==> src/verilog/hthr_pkg.sv <==
// hook timing and threshold register slice: shared constants and decoders
// assumes a 200 MHz clock and a word-aligned wishbone register window
package hthr_pkg;

  // register indices, byte address is four times the index
  localparam logic [7:0] IDX_LOOP_CUR  = 8'h1c;
  localparam logic [7:0] IDX_LINE_VOLT = 8'h1d;
  localparam logic [7:0] IDX_CTRL4     = 8'h1f;
  localparam logic [7:0] IDX_RSVD_LO   = 8'h20;
  localparam logic [7:0] IDX_RSVD_HI   = 8'h2a;
  localparam logic [7:0] IDX_THRESH    = 8'h2b;
  localparam logic [7:0] IDX_THR_CTRL  = 8'h2c;
  localparam logic [7:0] IDX_AUX       = 8'h2d;
  localparam logic [7:0] IDX_IRQ_STAT  = 8'h2e;
  localparam logic [7:0] IDX_IRQ_MASK  = 8'h2f;
  localparam int         WB_ADR_W      = 10;

  // hook_timing_filter_control fields
  localparam int         CTRL4_FOH_LSB = 5;
  localparam int         CTRL4_ONHOOK_SPEED_EXT    = 3;
  localparam int         CTRL4_RX_POLE_SEL    = 1;
  localparam int         CTRL4_LINE_VOLT_FORCE_DISABLE    = 0;
  localparam logic [7:0] CTRL4_WMASK   = 8'h6b;
  localparam logic [7:0] CTRL4_RST     = 8'h20;
  // threshold control fields
  localparam int         THR_CVI       = 3;
  localparam int         THR_CVS       = 2;
  localparam int         THR_CVM       = 1;
  localparam int         THR_CVP       = 0;
  localparam logic [7:0] THR_WMASK     = 8'h07;
  localparam logic [7:0] THR_CTRL_RST  = 8'h00;
  localparam logic [7:0] THRESH_RST    = 8'h00;
  // auxiliary control fields
  localparam int         AUX_OH        = 0;
  localparam int         AUX_OHS       = 1;
  localparam int         AUX_GLOBAL_IRQ_ENABLE      = 2;
  localparam int         AUX_SQ_LSB    = 4;
  localparam logic [7:0] AUX_WMASK     = 8'h37;
  localparam logic [7:0] AUX_RST       = 8'h00;
  // interrupt status bits
  localparam int         NEVT          = 4;
  localparam int         EVT_CROSS     = 0;
  localparam int         EVT_SETTLED   = 1;
  localparam int         EVT_ONHOOK    = 2;
  localparam int         EVT_REV       = 3;
  localparam logic [3:0] IRQ_RST       = 4'h0;

  // timing: one tick is 100 us
  localparam int CLK_MHZ      = 200;
  localparam int TICK_US      = 100;
  localparam int TICK_CYC     = CLK_MHZ * TICK_US;
  localparam int CNT_W        = 13;
  localparam int OH_A_MS      = 512;
  localparam int OH_B_MS      = 128;
  localparam int OH_C_MS      = 64;
  localparam int OH_D_MS      = 8;
  localparam int ONHOOK_E_MS  = 3;
  localparam int ONHOOK_S_MS  = 26;
  localparam int LV_FORCE_V   = 3;

  // off-hook counter length in ticks for a selection code
  function automatic logic [CNT_W-1:0] foh_ticks(input logic [1:0] sel);
    unique case (sel)
      2'b00: foh_ticks = CNT_W'(OH_A_MS * 1000 / TICK_US);
      2'b01: foh_ticks = CNT_W'(OH_B_MS * 1000 / TICK_US);
      2'b10: foh_ticks = CNT_W'(OH_C_MS * 1000 / TICK_US);
      2'b11: foh_ticks = CNT_W'(OH_D_MS * 1000 / TICK_US);
    endcase
  endfunction

  // on-hook ramp length in ticks, zero means release at once
  function automatic logic [CNT_W-1:0] onhook_ticks(input logic base, input logic ext,
                                                   input logic [1:0] sq);
    if (base && (sq == 2'b11)) onhook_ticks = CNT_W'(ONHOOK_S_MS * 1000 / TICK_US);
    else if (ext)              onhook_ticks = CNT_W'(ONHOOK_E_MS * 1000 / TICK_US);
    else                       onhook_ticks = '0;
  endfunction

  // magnitude of a two's complement byte, -128 gives 0x80
  function automatic logic [7:0] mag8(input logic [7:0] v);
    mag8 = v[7] ? 8'(~v + 8'h01) : v;
  endfunction

endpackage

==> src/verilog/hthr_if.sv <==
// threshold carrier between the register slice and the comparator
// assumes both ends on the same clock
`timescale 1ns/1ps
`default_nettype none
interface hthr_if;
  logic [7:0] threshold;
  logic       src_sel;
  logic       polarity;
  logic       force_dis;
  logic [7:0] line_voltage;
  logic [7:0] loop_current;
  logic       cross_evt;
  logic       rev_evt;
  modport thr (input threshold, src_sel, polarity, force_dis,
               output line_voltage, loop_current, cross_evt, rev_evt);
  modport ctl (output threshold, src_sel, polarity, force_dis,
               input line_voltage, loop_current, cross_evt, rev_evt);
endinterface
`default_nettype wire

==> src/verilog/hthr_thresh.sv <==
// line status capture, low-voltage forcing and threshold comparator
// assumes the converter codes change slowly relative to the clock
`timescale 1ns/1ps
`default_nettype none
module hthr_thresh (
  input  wire logic       clk_i,
  input  wire logic       rst_i,
  input  wire logic [7:0] loop_current_raw_i,
  input  wire logic [7:0] line_voltage_raw_i,
  hthr_if.thr             bus
);
  logic [7:0] lc_s1_ff, lc_s2_ff, lv_s1_ff, lv_s2_ff;
  logic [7:0] lc_ff, nxt_lc, lv_ff, nxt_lv;
  logic       cond_ff, nxt_cond, cross_ff, nxt_cross, rev_ff, nxt_rev;
  logic [7:0] sel_mag;

  // two-stage synchronisers on the converter codes
  always_ff @(posedge clk_i) begin
    lc_s1_ff <= loop_current_raw_i;
    lc_s2_ff <= lc_s1_ff;
    lv_s1_ff <= line_voltage_raw_i;
    lv_s2_ff <= lv_s1_ff;
  end

  // forcing, compare and edge detect
  always_comb begin
    nxt_lc = lc_s2_ff;
    nxt_lv = lv_s2_ff;
    if (!bus.force_dis && (hthr_pkg::mag8(lv_s2_ff) <= 8'(hthr_pkg::LV_FORCE_V)))
      nxt_lv = 8'h00; // [RULE_06]
    sel_mag  = bus.src_sel ? hthr_pkg::mag8(lv_ff) : lc_ff; // [RULE_11]
    nxt_cond = bus.polarity ? (sel_mag > bus.threshold)    // [RULE_10]
                            : (sel_mag < bus.threshold);
    nxt_cross = nxt_cond && !cond_ff; // [RULE_08]
    nxt_rev   = nxt_lv[7] ^ lv_ff[7]; // [RULE_12]
  end

  always_ff @(posedge clk_i) begin
    if (rst_i) begin
      lc_ff    <= 8'h00;
      lv_ff    <= 8'h00;
      cond_ff  <= 1'b0;
      cross_ff <= 1'b0;
      rev_ff   <= 1'b0;
    end else begin
      lc_ff    <= nxt_lc;
      lv_ff    <= nxt_lv;
      cond_ff  <= nxt_cond;
      cross_ff <= nxt_cross;
      rev_ff   <= nxt_rev;
    end
  end

  assign bus.loop_current = lc_ff;
  assign bus.line_voltage = lv_ff;
  assign bus.cross_evt    = cross_ff;
  assign bus.rev_evt      = rev_ff;

  // a fresh compare in the chosen sense always raises the crossing pulse in the same cycle
  property p_cross_sense;
    @(posedge clk_i) disable iff (rst_i)
    $rose(cond_ff) |-> cross_ff && !$past(cond_ff);
  endproperty
  a_cross_sense: assert property (p_cross_sense) else $error("cross event missing"); // [RULE_08]

  property p_force_low;
    @(posedge clk_i) disable iff (rst_i)
    !bus.force_dis |=> (lv_ff == 8'h00) || (hthr_pkg::mag8(lv_ff) > 8'(hthr_pkg::LV_FORCE_V));
  endproperty
  a_force_low: assert property (p_force_low) else $error("low voltage not forced"); // [RULE_06]

  property p_rev_sign;
    @(posedge clk_i) disable iff (rst_i)
    (lv_ff[7] != $past(lv_ff[7])) |-> rev_ff;
  endproperty
  a_rev_sign: assert property (p_rev_sign) else $error("reversal not flagged"); // [RULE_12]
endmodule
`default_nettype wire

==> src/verilog/hthr_timer.sv <==
// tick divider and down counter for off-hook and on-hook timing
// assumes load is a one-cycle pulse from the hook state machine
`timescale 1ns/1ps
`default_nettype none
module hthr_timer #(
  parameter int TICK_CYC = hthr_pkg::TICK_CYC
) (
  input  wire logic                      clk_i,
  input  wire logic                      rst_i,
  input  wire logic                      load_i,
  input  wire logic [hthr_pkg::CNT_W-1:0] len_i,
  output logic                           done_o
);
  logic [31:0]                div_ff, nxt_div;
  logic [hthr_pkg::CNT_W-1:0] cnt_ff, nxt_cnt;
  logic                       busy_ff, nxt_busy;
  logic                       done_ff, nxt_done;
  logic                       tick;

  // tick is a one-cycle enable every TICK_CYC cycles while busy
  assign tick = busy_ff && (div_ff == 32'h0);

  always_comb begin
    nxt_div  = div_ff;
    nxt_cnt  = cnt_ff;
    nxt_busy = busy_ff;
    nxt_done = 1'b0;
    if (load_i) begin
      nxt_div  = 32'(TICK_CYC - 1);
      nxt_cnt  = len_i;
      nxt_busy = (len_i != '0);
      nxt_done = (len_i == '0);
    end else if (busy_ff) begin
      nxt_div = tick ? 32'(TICK_CYC - 1) : div_ff - 32'h1;
      if (tick) begin
        nxt_cnt = cnt_ff - 1'b1;
        if (cnt_ff == 1) begin
          nxt_busy = 1'b0;
          nxt_done = 1'b1;
        end
      end
    end
  end

  always_ff @(posedge clk_i) begin
    if (rst_i) begin
      div_ff  <= 32'h0;
      cnt_ff  <= '0;
      busy_ff <= 1'b0;
      done_ff <= 1'b0;
    end else begin
      div_ff  <= nxt_div;
      cnt_ff  <= nxt_cnt;
      busy_ff <= nxt_busy;
      done_ff <= nxt_done;
    end
  end

  assign done_o = done_ff;
endmodule
`default_nettype wire

==> src/verilog/hthr_top.sv <==
// hook timing and line threshold register slice, wishbone slave
// assumes classic single-cycle wishbone on clk_i and a synchronous reset
//
// How it works
// (RULE_01) two-bit code picks off-hook counter length
// (RULE_02) reset code gives 128 ms off-hook count
// (RULE_03) on-hook time runs from request clear
// (RULE_04) speed bits pick fast, 3 ms, 26 ms
// (RULE_05) pole bit selects 5 Hz or 200 Hz
// (RULE_06) small line voltage forced zero unless disabled
// (RULE_07) eight-bit threshold register, read and write
// (RULE_08) crossing the threshold raises an event
// (RULE_09) sticky flag, write zero clears, masked interrupt
// (RULE_10) magnitude compare, polarity picks fall or rise
// (RULE_11) source bit picks current or voltage
// (RULE_12) voltage is signed, top bit shows polarity
// (RULE_13) reserved bits and registers read zero
`timescale 1ns/1ps
`default_nettype none
module hthr_top #(
  parameter int TICK_CYC = hthr_pkg::TICK_CYC
) (
  input  wire logic                         clk_i,
  input  wire logic                         rst_i,
  input  wire logic                         wb_cyc_i,
  input  wire logic                         wb_stb_i,
  input  wire logic                         wb_we_i,
  input  wire logic [hthr_pkg::WB_ADR_W-1:0] wb_adr_i,
  input  wire logic [3:0]                   wb_sel_i,
  input  wire logic [31:0]                  wb_dat_i,
  output logic      [31:0]                  wb_dat_o,
  output logic                              wb_ack_o,
  input  wire logic [7:0]                   loop_current_raw_i,
  input  wire logic [7:0]                   line_voltage_raw_i,
  output logic                              hook_close_o,
  output logic                              offhook_settled_o,
  output logic                              onhook_release_o,
  output logic                              rx_pole_sel_o,
  output logic                              irq_o
);

  // hook sequencer states, gray along idle, seize, held, release
  typedef enum logic [1:0] {
    HTHR_IDLE    = 2'b00,
    HTHR_SEIZE   = 2'b01,
    HTHR_HELD    = 2'b11,
    HTHR_RELEASE = 2'b10
  } hthr_state_t;

  hthr_state_t                st_ff, nxt_st;
  logic        [7:0]          ctrl4_ff, nxt_ctrl4;
  logic        [7:0]          thresh_ff, nxt_thresh;
  logic        [7:0]          thrctl_ff, nxt_thrctl;
  logic        [7:0]          aux_ff, nxt_aux;
  logic        [3:0]          stat_ff, nxt_stat;
  logic        [3:0]          mask_ff, nxt_mask;
  logic                       ack_ff, nxt_ack;
  logic        [31:0]         dat_ff, nxt_dat;
  logic                       req;
  logic                       wr;
  logic        [7:0]          idx;
  logic        [7:0]          wbyte;
  logic        [7:0]          rd_byte;
  logic                       tmr_load;
  logic [hthr_pkg::CNT_W-1:0] tmr_len;
  logic                       tmr_done;
  logic        [3:0]          evt;
  logic                       oh_req;
  logic                       cv_irq;

  hthr_if thr_bus ();

  // comparator and status capture
  hthr_thresh u_thresh (
    .clk_i              (clk_i),
    .rst_i              (rst_i),
    .loop_current_raw_i (loop_current_raw_i),
    .line_voltage_raw_i (line_voltage_raw_i),
    .bus                (thr_bus.thr)
  );

  // shared tick timer for seize and release phases
  hthr_timer #(
    .TICK_CYC (TICK_CYC)
  ) u_timer (
    .clk_i  (clk_i),
    .rst_i  (rst_i),
    .load_i (tmr_load),
    .len_i  (tmr_len),
    .done_o (tmr_done)
  );

  // configuration toward the comparator
  assign thr_bus.threshold = thresh_ff;                            // [RULE_07]
  assign thr_bus.src_sel   = thrctl_ff[hthr_pkg::THR_CVS];          // [RULE_11]
  assign thr_bus.polarity  = thrctl_ff[hthr_pkg::THR_CVP];          // [RULE_10]
  assign thr_bus.force_dis = ctrl4_ff[hthr_pkg::CTRL4_LINE_VOLT_FORCE_DISABLE];        // [RULE_06]

  // bus decode, writes land on the edge that sees ack
  assign req   = wb_cyc_i && wb_stb_i;
  assign idx   = wb_adr_i[hthr_pkg::WB_ADR_W-1:2];
  assign wr    = req && wb_we_i && ack_ff && wb_sel_i[0];
  assign wbyte = wb_dat_i[7:0];
  assign oh_req = aux_ff[hthr_pkg::AUX_OH];

  // read mux, unmapped and reserved words read zero
  always_comb begin
    unique case (idx)
      hthr_pkg::IDX_LOOP_CUR:  rd_byte = thr_bus.loop_current;
      hthr_pkg::IDX_LINE_VOLT: rd_byte = thr_bus.line_voltage;       // [RULE_12]
      hthr_pkg::IDX_CTRL4:     rd_byte = ctrl4_ff & hthr_pkg::CTRL4_WMASK; // [RULE_13]
      hthr_pkg::IDX_THRESH:    rd_byte = thresh_ff;                  // [RULE_07]
      hthr_pkg::IDX_THR_CTRL:  rd_byte = thrctl_ff;
      hthr_pkg::IDX_AUX:       rd_byte = aux_ff;
      hthr_pkg::IDX_IRQ_STAT:  rd_byte = {4'h0, stat_ff};
      hthr_pkg::IDX_IRQ_MASK:  rd_byte = {4'h0, mask_ff};
      default:                 rd_byte = 8'h00;                      // [RULE_13]
    endcase
  end

  // bus answer: ack one cycle after request, data beside it
  always_comb begin
    nxt_ack = req && !ack_ff;
    nxt_dat = 32'h0;
    if (req && !wb_we_i && !ack_ff)
      nxt_dat = {24'h000000, rd_byte};
  end

  always_ff @(posedge clk_i) begin
    if (rst_i) begin
      ack_ff <= 1'b0;
      dat_ff <= 32'h0;
    end else begin
      ack_ff <= nxt_ack;
      dat_ff <= nxt_dat;
    end
  end

  assign wb_ack_o = ack_ff;
  assign wb_dat_o = dat_ff;

  // hook sequencer: seize count, hold, timed release
  always_comb begin
    nxt_st   = st_ff;
    tmr_load = 1'b0;
    tmr_len  = '0;
    evt      = '0;
    unique case (st_ff)
      HTHR_IDLE: begin
        if (oh_req) begin
          nxt_st   = HTHR_SEIZE;
          tmr_load = 1'b1;
          tmr_len  = hthr_pkg::foh_ticks(ctrl4_ff[hthr_pkg::CTRL4_FOH_LSB +: 2]); // [RULE_01]
        end
      end
      HTHR_SEIZE: begin
        if (!oh_req) begin
          nxt_st   = HTHR_RELEASE;                                   // [RULE_03]
          tmr_load = 1'b1;
          tmr_len  = hthr_pkg::onhook_ticks(aux_ff[hthr_pkg::AUX_OHS],
                                            ctrl4_ff[hthr_pkg::CTRL4_ONHOOK_SPEED_EXT],
                                            aux_ff[hthr_pkg::AUX_SQ_LSB +: 2]);
        end else if (tmr_done) begin
          nxt_st = HTHR_HELD;
          evt[hthr_pkg::EVT_SETTLED] = 1'b1;
        end
      end
      HTHR_HELD: begin
        if (!oh_req) begin
          nxt_st   = HTHR_RELEASE;                                   // [RULE_03]
          tmr_load = 1'b1;
          tmr_len  = hthr_pkg::onhook_ticks(aux_ff[hthr_pkg::AUX_OHS],    // [RULE_04]
                                            ctrl4_ff[hthr_pkg::CTRL4_ONHOOK_SPEED_EXT],
                                            aux_ff[hthr_pkg::AUX_SQ_LSB +: 2]);
        end
      end
      HTHR_RELEASE: begin
        if (tmr_done) begin
          nxt_st = HTHR_IDLE;
          evt[hthr_pkg::EVT_ONHOOK] = 1'b1;
        end
      end
    endcase
    evt[hthr_pkg::EVT_CROSS] = thr_bus.cross_evt;                    // [RULE_08]
    evt[hthr_pkg::EVT_REV]   = thr_bus.rev_evt;                      // [RULE_12]
  end

  // register writes, hardware sets win over software clears
  always_comb begin
    nxt_ctrl4  = ctrl4_ff;
    nxt_thresh = thresh_ff;
    nxt_thrctl = thrctl_ff;
    nxt_aux    = aux_ff;
    nxt_mask   = mask_ff;
    nxt_stat   = stat_ff;
    if (wr) begin
      unique case (idx)
        hthr_pkg::IDX_CTRL4:    nxt_ctrl4  = wbyte & hthr_pkg::CTRL4_WMASK; // [RULE_13]
        hthr_pkg::IDX_THRESH:   nxt_thresh = wbyte;                         // [RULE_07]
        hthr_pkg::IDX_THR_CTRL: begin
          nxt_thrctl = (thrctl_ff & ~hthr_pkg::THR_WMASK) | (wbyte & hthr_pkg::THR_WMASK);
          if (!wbyte[hthr_pkg::THR_CVI])
            nxt_thrctl[hthr_pkg::THR_CVI] = 1'b0;                   // [RULE_09]
        end
        hthr_pkg::IDX_AUX:      nxt_aux    = wbyte & hthr_pkg::AUX_WMASK;
        hthr_pkg::IDX_IRQ_STAT: nxt_stat   = stat_ff & ~wbyte[3:0];
        hthr_pkg::IDX_IRQ_MASK: nxt_mask   = wbyte[3:0];
        default:                nxt_ctrl4  = ctrl4_ff;                      // [RULE_13]
      endcase
    end
    if (thr_bus.cross_evt)
      nxt_thrctl[hthr_pkg::THR_CVI] = 1'b1;                          // [RULE_09]
    nxt_stat = nxt_stat | evt;
  end

  always_ff @(posedge clk_i) begin
    if (rst_i) begin
      st_ff     <= HTHR_IDLE;
      ctrl4_ff  <= hthr_pkg::CTRL4_RST;                              // [RULE_02]
      thresh_ff <= hthr_pkg::THRESH_RST;
      thrctl_ff <= hthr_pkg::THR_CTRL_RST;
      aux_ff    <= hthr_pkg::AUX_RST;
      stat_ff   <= hthr_pkg::IRQ_RST;
      mask_ff   <= hthr_pkg::IRQ_RST;
    end else begin
      st_ff     <= nxt_st;
      ctrl4_ff  <= nxt_ctrl4;
      thresh_ff <= nxt_thresh;
      thrctl_ff <= nxt_thrctl;
      aux_ff    <= nxt_aux;
      stat_ff   <= nxt_stat;
      mask_ff   <= nxt_mask;
    end
  end

  // outputs and the single level interrupt
  assign cv_irq = thrctl_ff[hthr_pkg::THR_CVI] && thrctl_ff[hthr_pkg::THR_CVM]
                  && aux_ff[hthr_pkg::AUX_GLOBAL_IRQ_ENABLE];                     // [RULE_09]
  assign irq_o             = cv_irq || |(stat_ff & mask_ff);
  assign hook_close_o      = (st_ff != HTHR_IDLE);
  assign offhook_settled_o = (st_ff == HTHR_HELD);
  assign onhook_release_o  = (st_ff == HTHR_RELEASE);
  assign rx_pole_sel_o     = ctrl4_ff[hthr_pkg::CTRL4_RX_POLE_SEL];        // [RULE_05]

  // helper: cycles spent in the current sequencer state
  logic [31:0] phase_cnt_ff;
  logic [hthr_pkg::CNT_W-1:0] seize_len_ff, rel_len_ff;
  always_ff @(posedge clk_i) begin
    if (rst_i) begin
      phase_cnt_ff <= 32'h0;
      seize_len_ff <= '0;
      rel_len_ff   <= '0;
    end else begin
      phase_cnt_ff <= (nxt_st != st_ff) ? 32'h0 : phase_cnt_ff + 32'h1;
      if (tmr_load && (st_ff == HTHR_IDLE)) seize_len_ff <= tmr_len;
      if (tmr_load && (st_ff != HTHR_IDLE)) rel_len_ff   <= tmr_len;
    end
  end

  property p_foh_reset;
    @(posedge clk_i) disable iff (rst_i)
    $past(rst_i) |-> ctrl4_ff[6:5] == 2'b01;
  endproperty
  a_foh_reset: assert property (p_foh_reset) else $error("bad off-hook reset code"); // [RULE_02]

  property p_foh_len;
    @(posedge clk_i) disable iff (rst_i)
    (st_ff == HTHR_SEIZE && nxt_st == HTHR_HELD) |->
      (phase_cnt_ff + 32'h2 >= 32'(int'(seize_len_ff) * TICK_CYC)) &&
      (phase_cnt_ff <= 32'(int'(seize_len_ff) * TICK_CYC) + 32'h2);
  endproperty
  a_foh_len: assert property (p_foh_len) else $error("off-hook count length wrong"); // [RULE_01]

  property p_seize_code;
    @(posedge clk_i) disable iff (rst_i)
    (st_ff == HTHR_IDLE && oh_req) |=> seize_len_ff ==
      hthr_pkg::foh_ticks($past(ctrl4_ff[6:5]));
  endproperty
  a_seize_code: assert property (p_seize_code) else $error("seize length not decoded"); // [RULE_01]

  property p_onhook_start;
    @(posedge clk_i) disable iff (rst_i)
    (st_ff == HTHR_HELD && !oh_req) |=> onhook_release_o && hook_close_o;
  endproperty
  a_onhook_start: assert property (p_onhook_start) else $error("release not started"); // [RULE_03]

  property p_onhook_len;
    @(posedge clk_i) disable iff (rst_i)
    (st_ff == HTHR_RELEASE && nxt_st == HTHR_IDLE) |->
      (phase_cnt_ff <= 32'(int'(rel_len_ff) * TICK_CYC) + 32'h2);
  endproperty
  a_onhook_len: assert property (p_onhook_len) else $error("on-hook ramp too long"); // [RULE_04]

  property p_pole;
    @(posedge clk_i) disable iff (rst_i)
    (wr && idx == hthr_pkg::IDX_CTRL4) |=> rx_pole_sel_o == $past(wb_dat_i[1]);
  endproperty
  a_pole: assert property (p_pole) else $error("pole select not applied"); // [RULE_05]

  property p_thresh_wr;
    @(posedge clk_i) disable iff (rst_i)
    (wr && idx == hthr_pkg::IDX_THRESH) |=> thresh_ff == $past(wb_dat_i[7:0]);
  endproperty
  a_thresh_wr: assert property (p_thresh_wr) else $error("threshold write lost"); // [RULE_07]

  property p_flag_sticky;
    @(posedge clk_i) disable iff (rst_i)
    thr_bus.cross_evt |=> thrctl_ff[hthr_pkg::THR_CVI] ##1
      (thrctl_ff[hthr_pkg::THR_CVI] || $past(wr && idx == hthr_pkg::IDX_THR_CTRL));
  endproperty
  a_flag_sticky: assert property (p_flag_sticky) else $error("crossed flag not held"); // [RULE_09]

  property p_irq_gate;
    @(posedge clk_i) disable iff (rst_i)
    (mask_ff == 4'h0) |-> irq_o == (thrctl_ff[3] && thrctl_ff[1] && aux_ff[2]);
  endproperty
  a_irq_gate: assert property (p_irq_gate) else $error("interrupt gating wrong"); // [RULE_09]

  property p_rsvd_zero;
    @(posedge clk_i) disable iff (rst_i)
    (req && !wb_we_i && !ack_ff && idx >= hthr_pkg::IDX_RSVD_LO && idx <= hthr_pkg::IDX_RSVD_HI)
      |=> wb_ack_o && wb_dat_o == 32'h0;
  endproperty
  a_rsvd_zero: assert property (p_rsvd_zero) else $error("reserved read not zero"); // [RULE_13]

  c_held:    cover property (@(posedge clk_i) disable iff (rst_i) st_ff == HTHR_HELD);
  c_release: cover property (@(posedge clk_i) disable iff (rst_i) $fell(onhook_release_o));
  c_cross:   cover property (@(posedge clk_i) disable iff (rst_i) thr_bus.cross_evt);
  c_irq:     cover property (@(posedge clk_i) disable iff (rst_i) $rose(irq_o));
endmodule
`default_nettype wire
==> config.mk <==
export PLATFORM = sky130hd
export DESIGN_NAME = hthr_top
export DESIGN_NICKNAME = d
export VERILOG_FILES = /design/src/verilog/hthr_pkg.sv /design/src/verilog/hthr_if.sv /design/src/verilog/hthr_thresh.sv /design/src/verilog/hthr_timer.sv /design/src/verilog/hthr_top.sv
export SDC_FILE = /design/constraint.sdc
export NUM_CORES = 1
export LEC_CHECK = 0
export BUFFER_PORTS_ARGS = -buffer_cell sky130_fd_sc_hd__buf_2
export CAP_MARGIN = 15
export CORE_MARGIN = 2
export CORE_UTILIZATION = 50
export DETAILED_ROUTE_END_ITERATION = 8
export GPL_TIMING_DRIVEN = 0
export PLACE_DENSITY = 0.75
export SLEW_MARGIN = 25
export SYNTH_ARGS = -nofsm -noshare
export SYNTH_HDL_FRONTEND = slang
export SYNTH_SLANG_ARGS = --single-unit
==> constraint.sdc <==
create_clock -name clk_i -period 2.7 [get_ports clk_i]
set_clock_uncertainty 0.05 [all_clocks]
set_input_delay 0.675 -clock clk_i [delete_from_list [all_inputs] [get_ports clk_i]]
set_output_delay 0.675 -clock clk_i [all_outputs]
set_load 0.05 [all_outputs]
Yosys cells after proc, flatten, opt, wreduce, memory -nomap -nowiden
Cells that the tools add are included.

storage, ports and cells
  register bits = 167
  latch bits = 0
  bits in writable memories = 0
  memory bits (read-only) = 0
  input port bits = 67
  output and inout port bits = 38
  word-level logic and storage cells = 148
  memories = 0

operators by class
  add/sub/neg operators = 4
  multipliers = 0
  divide/modulo/power cells = 0
  order comparisons = 3
  equality and inequality tests = 20
  shifts and indexed selects = 0
  multiplexer cells = 45
  bitwise operators = 9
  reductions and logical operators = 41

operators with widths
  kind                                                                    count
  8-bit case mux with 8 select lines                                      1
  13-bit two-way mux                                                      4
  13-bit case mux with 4 select lines                                     1
  8-bit by 6-bit equality test with 1-bit output, second input constant   5
  32-bit zero test                                                        1
  32-bit two-way mux                                                      1
  8-bit two-way mux                                                       4
  32-bit by 1-bit subtractor with 32-bit output, second input constant    1
  15-bit two-way mux                                                      2
  13-bit case mux with 2 select lines                                     1
  8-bit by 5-bit equality test with 1-bit output, second input constant   3
  9-bit two-way mux                                                       2
  1-bit two-way mux                                                       17
  8-bit by 1-bit adder with 8-bit output, second input constant           2
  4-bit two-way mux                                                       4
  8-bit NOT                                                               2
  2-bit AND reduction                                                     7
  13-bit by 1-bit equality test with 1-bit output, second input constant  1
  1-bit logical AND                                                       13
  13-bit zero test                                                        1
  13-bit nonzero test                                                     1
  13-bit by 1-bit subtractor with 13-bit output, second input constant    1
  2-bit equality test, second input constant                              5
  2-bit two-way mux                                                       5
  23 further kinds                                                        37

Depth between registers and ports, before layout
  word-level depth = 7
  depth in mapped cells = 12
  mapped depth without buffers = 12

By module
A second synthesis with hierarchy kept.

second synthesis, totals
  cells, all modules = 701
  area total of the unflattened synthesis = 6513.7 um^2

by module, submodules not included
  module       times used  cells each  area an instance (um^2)  sequential area each (um^2)
  hthr_timer   1           276         2456.1                   940.9
  hthr_top     1           268         2329.7                   820.8
  hthr_thresh  1           157         1727.9                   1021.0

Worst setup path after synthesis
Ideal clock, no wire load.

  kind = input to register
  start point = in wb_adr_i[6] (netlist bit)
  end point = reg aux_ff[0]
  library setup time = 0.128 ns
  arrival = 2.457 ns
  data required time = 2.522 ns
  setup slack = 0.065 ns
  stages = 5
  buffers on the path = 0
  cells stage by stage = or4b_2 -> nor4b_1 -> nand2_1 -> mux2i_1 -> nor2_1

on the way
  longest elaborated chain between the ends = 2

ends and longest elaborated chain
  item                                            RTL line         RTL
  from (decl)                                     hthr_top.sv:28   input wire logic [hthr_pkg::WB_ADR_W-1:0] wb_adr_i,
  8-bit by 6-bit equality test with 1-bit output  hthr_top.sv:197  unique case (idx)
  2-bit AND reduction (no line)                   --
  to (signal assigned)                            hthr_top.sv:222  aux_ff <= hthr_pkg::AUX_RST;
  to (signal assigned)                            hthr_top.sv:230  aux_ff <= nxt_aux;
  to (decl)                                       hthr_top.sv:54   logic [7:0] aux_ff, nxt_aux;

Every way passes these cells.
A chain may end at the register's enable or synchronous reset.

Worst setup path after layout
  start point = reg u_thresh.lv_ff[0] (netlist: u_thresh.bus.line_voltage[0])
  end point = reg u_thresh.cond_ff

on the way
  longest elaborated chain between the ends = 6
  elaborated cells on any way between the ends = 7
  classes of those cells = add/sub (1); order compare (2); mux (3); bitwise (1)

ends and longest elaborated chain
  item                                                                 RTL line                              RTL
  from (decl)                                                          hthr_thresh.sv:13                     logic [7:0] lc_ff, nxt_lc, lv_ff, nxt_lv;
  from (signal assigned)                                               hthr_thresh.sv:47                     lv_ff <= nxt_lv;
  8-bit NOT                                                            hthr_pkg.sv:81                        mag8 = v[7] ? 8'(~v + 8'h01) : v;
  8-bit by 1-bit adder with 8-bit output                               hthr_pkg.sv:81
  8-bit two-way mux *                                                  hthr_pkg.sv:81
  8-bit two-way mux *                                                  hthr_thresh.sv:31                     sel_mag = bus.src_sel ? hthr_pkg::mag8(lv_ff) : lc_ff;
  8-bit < comparator or 8-bit greater-than comparator (tied branches)  hthr_thresh.sv:33, hthr_thresh.sv:32
  1-bit two-way mux *                                                  hthr_thresh.sv:32                     nxt_cond = bus.polarity ? (sel_mag > bus.threshold)
  to (signal assigned)                                                 hthr_thresh.sv:48                     cond_ff <= nxt_cond;
  to (decl)                                                            hthr_thresh.sv:14                     logic cond_ff, nxt_cond, cross_ff, nxt_cross, rev_ff, nxt_rev;

Every way passes the cells marked *; elsewhere a longest branch is shown, timed or not.

==> flow_metrics.env <==
export IMPL_cts_sink_count=139
export IMPL_routabilityCongestion=0.9205
export IMPL_reported_leakage_power_nw=3.011
export IMPL_final_design_area_no_fill_um2=7383
export IMPL_synth_simple_area_share_pct=24.36
export IMPL_cp_end_kind="flip-flop"
export IMPL_final_nets=853
export IMPL_path_max_fanout=4
export IMPL_regToRegSetupSlack_ns=0.12
export IMPL_detailed_place_area_um2=6763
export IMPL_postRouteWirelength_mm=14.63
export IMPL_synthArstFlopShare_pct=0
export IMPL_worstSkewPairLatency_ns=0.42
export IMPL_timing_critical_path_cells="inv_1 -> ha_1 -> nand2b_1 -> o41ai_2 -> xor2_1 -> a21oi_1 -> ha_1 -> nand4_1 -> o221ai_2 -> mux2i_2 -> nor2b_1"
export IMPL_clock_buffers_created_by_tritoncts=17
export IMPL_fill_cells=993
export IMPL_number_of_buffers_on_the_longest_clock_path=2
export IMPL_detailedPlace_worstSlack_ns=-0.6095
export IMPL_maxSlewHeadroom_pct=47.53
export IMPL_avgViaCountPerCell=5.504
export IMPL_grt_start_max_net_pins=17
export IMPL_drt_pass1_iter_count=5
export IMPL_layout_area_seq_um2=2783
export IMPL_worst_ep_arrival_time_ns=2.88
export IMPL_chipWidth_um=115.3
export IMPL_worst_hold_startpoint="u_thresh.lv_s1_ff[4]"
export IMPL_synthMuxAreaShare_pct=5.010
export IMPL_finalCritPeriodShare_pct=95.65
export IMPL_cp_startpoint="u_thresh.bus.line_voltage[0]"
export IMPL_clk_pin_slew_worst_paths_ns=0.06
export IMPL_gr_total_overflow=0
export IMPL_cp_class="reg2reg"
export IMPL_drc_errors=0
export IMPL_timing_max_cap_violations=0
export IMPL_multi_input_comb_area_um2=3154
export IMPL_netlist_cell_type_count=66
export IMPL_timing_fmax_mhz=387.2
export IMPL_post_route_worst_setup_slack_ns=0.1175
export IMPL_buffer_and_inverter_count_on_the_worst_path=1
export IMPL_powerDensity_nw_per_um2=625.9
export IMPL_buffer_ports_inserted=51
export IMPL_synth_warning_count=0
export IMPL_htree_levels=4
export IMPL_worstMarginPinSlew_ns=0.7798
export IMPL_drt_first_iter_violations=496
export IMPL_ioPinCount=105
export IMPL_initial_core_util_pct=51.35
export IMPL_floorplan_core_area_um2=12060
export IMPL_post_synthesis_area_per_instance_um2=9.095
export IMPL_antenna_cells=0
export IMPL_timing_critical_path_slowest_stage_cell="sky130_fd_sc_hd__dfxtp_1"
export IMPL_synth_edff_count=0
export IMPL_tritoncts="built"
export IMPL_floorplan_rows=40
export IMPL_cts_root_buf="sky130_fd_sc_hd__clkbuf_16"
export IMPL_synthesized_netlist_cell_count=681
export IMPL_design_die_area_um2=13290
export IMPL_synth_compound_area_share_pct=10.99
export IMPL_drive_gt1_share_pct=19.75
export IMPL_antenna_violating_nets_post_route=0
export IMPL_grt_antenna_before_repair=0
export IMPL_r2r_start="u_thresh.bus.line_voltage[0]"
export IMPL_die_h_um=115.3
export IMPL_critPathMaxStageDelay_ns=0.34
export IMPL_critical_path_most_common_cell="sky130_fd_sc_hd__ha_1"
export IMPL_critical_path_top_delay_family="compound AO/OA/AOI/OAI gates"
export IMPL_post_synth_fa_ha_maj_area_fraction_pct=2.626
export IMPL_setup_viol=0
export IMPL_run_status="complete, no violations"
export IMPL_vias_in_the_first_global_route=5001
export IMPL_most_common_layout_cells="sky130_fd_sc_hd__dfxtp_1 (139), sky130_fd_sc_hd__nor2_1 (79), sky130_fd_sc_hd__buf_2 (55), sky130_fd_sc_hd__nand2_1 (38), sky130_fd_sc_hd__a21oi_1 (37)"
export IMPL_ys_flop_type="sky130_fd_sc_hd__dfxtp_1"
export IMPL_final_max_slew_viol_count=0
export IMPL_syn2layout_area_growth_pct=19.21
export IMPL_dp_final_hpwl_mm=10.56
export IMPL_hold_violations=0
export IMPL_power_ir_vdd_worst_uv=586.0
export IMPL_startpoint_type="flip-flop"
export IMPL_ys_seq_elements=139
export IMPL_synth_top_family_by_area="simple AND/OR/NAND/NOR gates"
export IMPL_dr_total_vias=5245
export IMPL_yosys_area_share_xor_xnor_pct=5.232
export IMPL_grt_usage_pct=22.85
export IMPL_grt_first_pass_wirelength_mm=23.60
export IMPL_hold_path_class="reg2reg"
export IMPL_wirelength_per_cell_um=15.35
export IMPL_final_common_cell="sky130_fd_sc_hd__dfxtp_1"
export IMPL_synth_seq_area_share_pct=44.93
export IMPL_syn_area_um2=6193
export IMPL_timing_final_crit_period_ns=2.583
export IMPL_crit_required_ns=3.00
## synthesized netlist by cell type, types with 14 or more instances
cell type                    n  area, µm²
sky130_fd_sc_hd__nor2b_1    15      93.84
sky130_fd_sc_hd__nor4_1     14      87.58
sky130_fd_sc_hd__inv_1      26      97.59
sky130_fd_sc_hd__clkbuf_1   21      78.83
sky130_fd_sc_hd__dfxtp_1   139       2783
sky130_fd_sc_hd__nand4_1    14      87.58
sky130_fd_sc_hd__mux2i_1    22      220.2
sky130_fd_sc_hd__nand3_1    26      130.1
sky130_fd_sc_hd__buf_4      25      187.7
sky130_fd_sc_hd__nand2_1    38      142.6
sky130_fd_sc_hd__nor2_1     79      296.5
sky130_fd_sc_hd__xnor2_1    25      219.0
sky130_fd_sc_hd__a21oi_1    38      190.2
sky130_fd_sc_hd__nor3_1     26      130.1
## report_power, final
part,internal [mW],switching (mW)
clock network,1.29,0.905
logic,0.109,0.190
registers,2.10,0.0296
total,3.50,1.13
## state kept, by name (all words and copies together) (netlist names), 2 cells and up
name                       count
thrctl_ff                      4
u_thresh.lc_s1_ff              8
u_thresh.lc_s2_ff              8
u_timer.div_ff                32
u_thresh.lv_s1_ff              8
st_ff                          2
u_thresh.lv_s2_ff              8
u_timer.cnt_ff                13
stat_ff                        4
thr_bus.threshold              8
u_thresh.bus.loop_current      8
ctrl4_ff                       5
u_thresh.bus.line_voltage      8
wb_dat_o                       8
mask_ff                        4
aux_ff                         5
## logic make-up (layout without fill, tap and decap cells)
group | after synthesis | count (layout)
AO/OA/AOI/OAI | 102 | 102
XOR/XNOR | 37 | 37
adder cells (fa/ha/maj) | 13 | 13
buffers and inverters | 80 | 161
flip-flops | 139 | 139
multiplexers | 30 | 30
other | 1 | 24
AND/OR/NAND/NOR | 279 | 279
## stage by stage
stage / TNS [ns] / hold WS [ns] / util [%] / total power, mW / cells
4_1_cts: 0 / 0.2752 / 60.90 / 4.640 / 955
3_3_place_gp: -11.16 / 0.2609 / 55.92 / 2.446 / 923
6_report: 0 / 0.2751 / 61.21 / 4.621 / 953
2_1_floorplan: 0 / 0.2596 / - / 2.374 / 704
5_1_grt: -0.02257 / 0.2792 / 61.21 / 4.761 / 953
3_5_place_dp: -10.47 / 0.2621 / 56.07 / 2.454 / 924
## layer usage
layer / vias up / share of wire [%] / GRT usage [%]
li1: 2545 / - / -
met1: 2420 / 42 / 27.59
met2: 244 / 48 / 37.76
met3: 36 / 8.1 / 7.433
met4: 0 / 1.9 / 9.237
met5: - / 0 / 0
## repair_timing
| action | 4_1_cts | 5_1_grt |
|---|---|---|
| gates resized for setup | 4 | 8 |
| pin swaps | 0 | 2 |
| setup buffers | 0 | 0 |
| endpoints found under the setup margin | 8 | 2 |
| hold buffers | 0 | 0 |
## path summary, 6_finish.rpt
check,to,depth (start not counted)
max,u_thresh.cond_ff,11
min,u_thresh.lv_s2_ff[4],0
max reg2reg,u_thresh.cond_ff,11
min reg2reg,u_thresh.lv_s2_ff[4],0
## area by class of cell
| type | count | share of cell area (%) |
|---|---|---|
| Buffer | 52 | 4.287 |
| Clock buffer | 18 | 5.948 |
| Clock inverter | 13 | 1.661 |
| Inverter | 26 | 1.322 |
| Multi-Input combinational cell | 485 | 42.72 |
| Sequential cell | 139 | 37.69 |
| Tap cell | 168 | 2.847 |
| Timing Repair Buffer | 52 | 3.525 |
No activity file was read; power rests on OpenSTA's default activity.
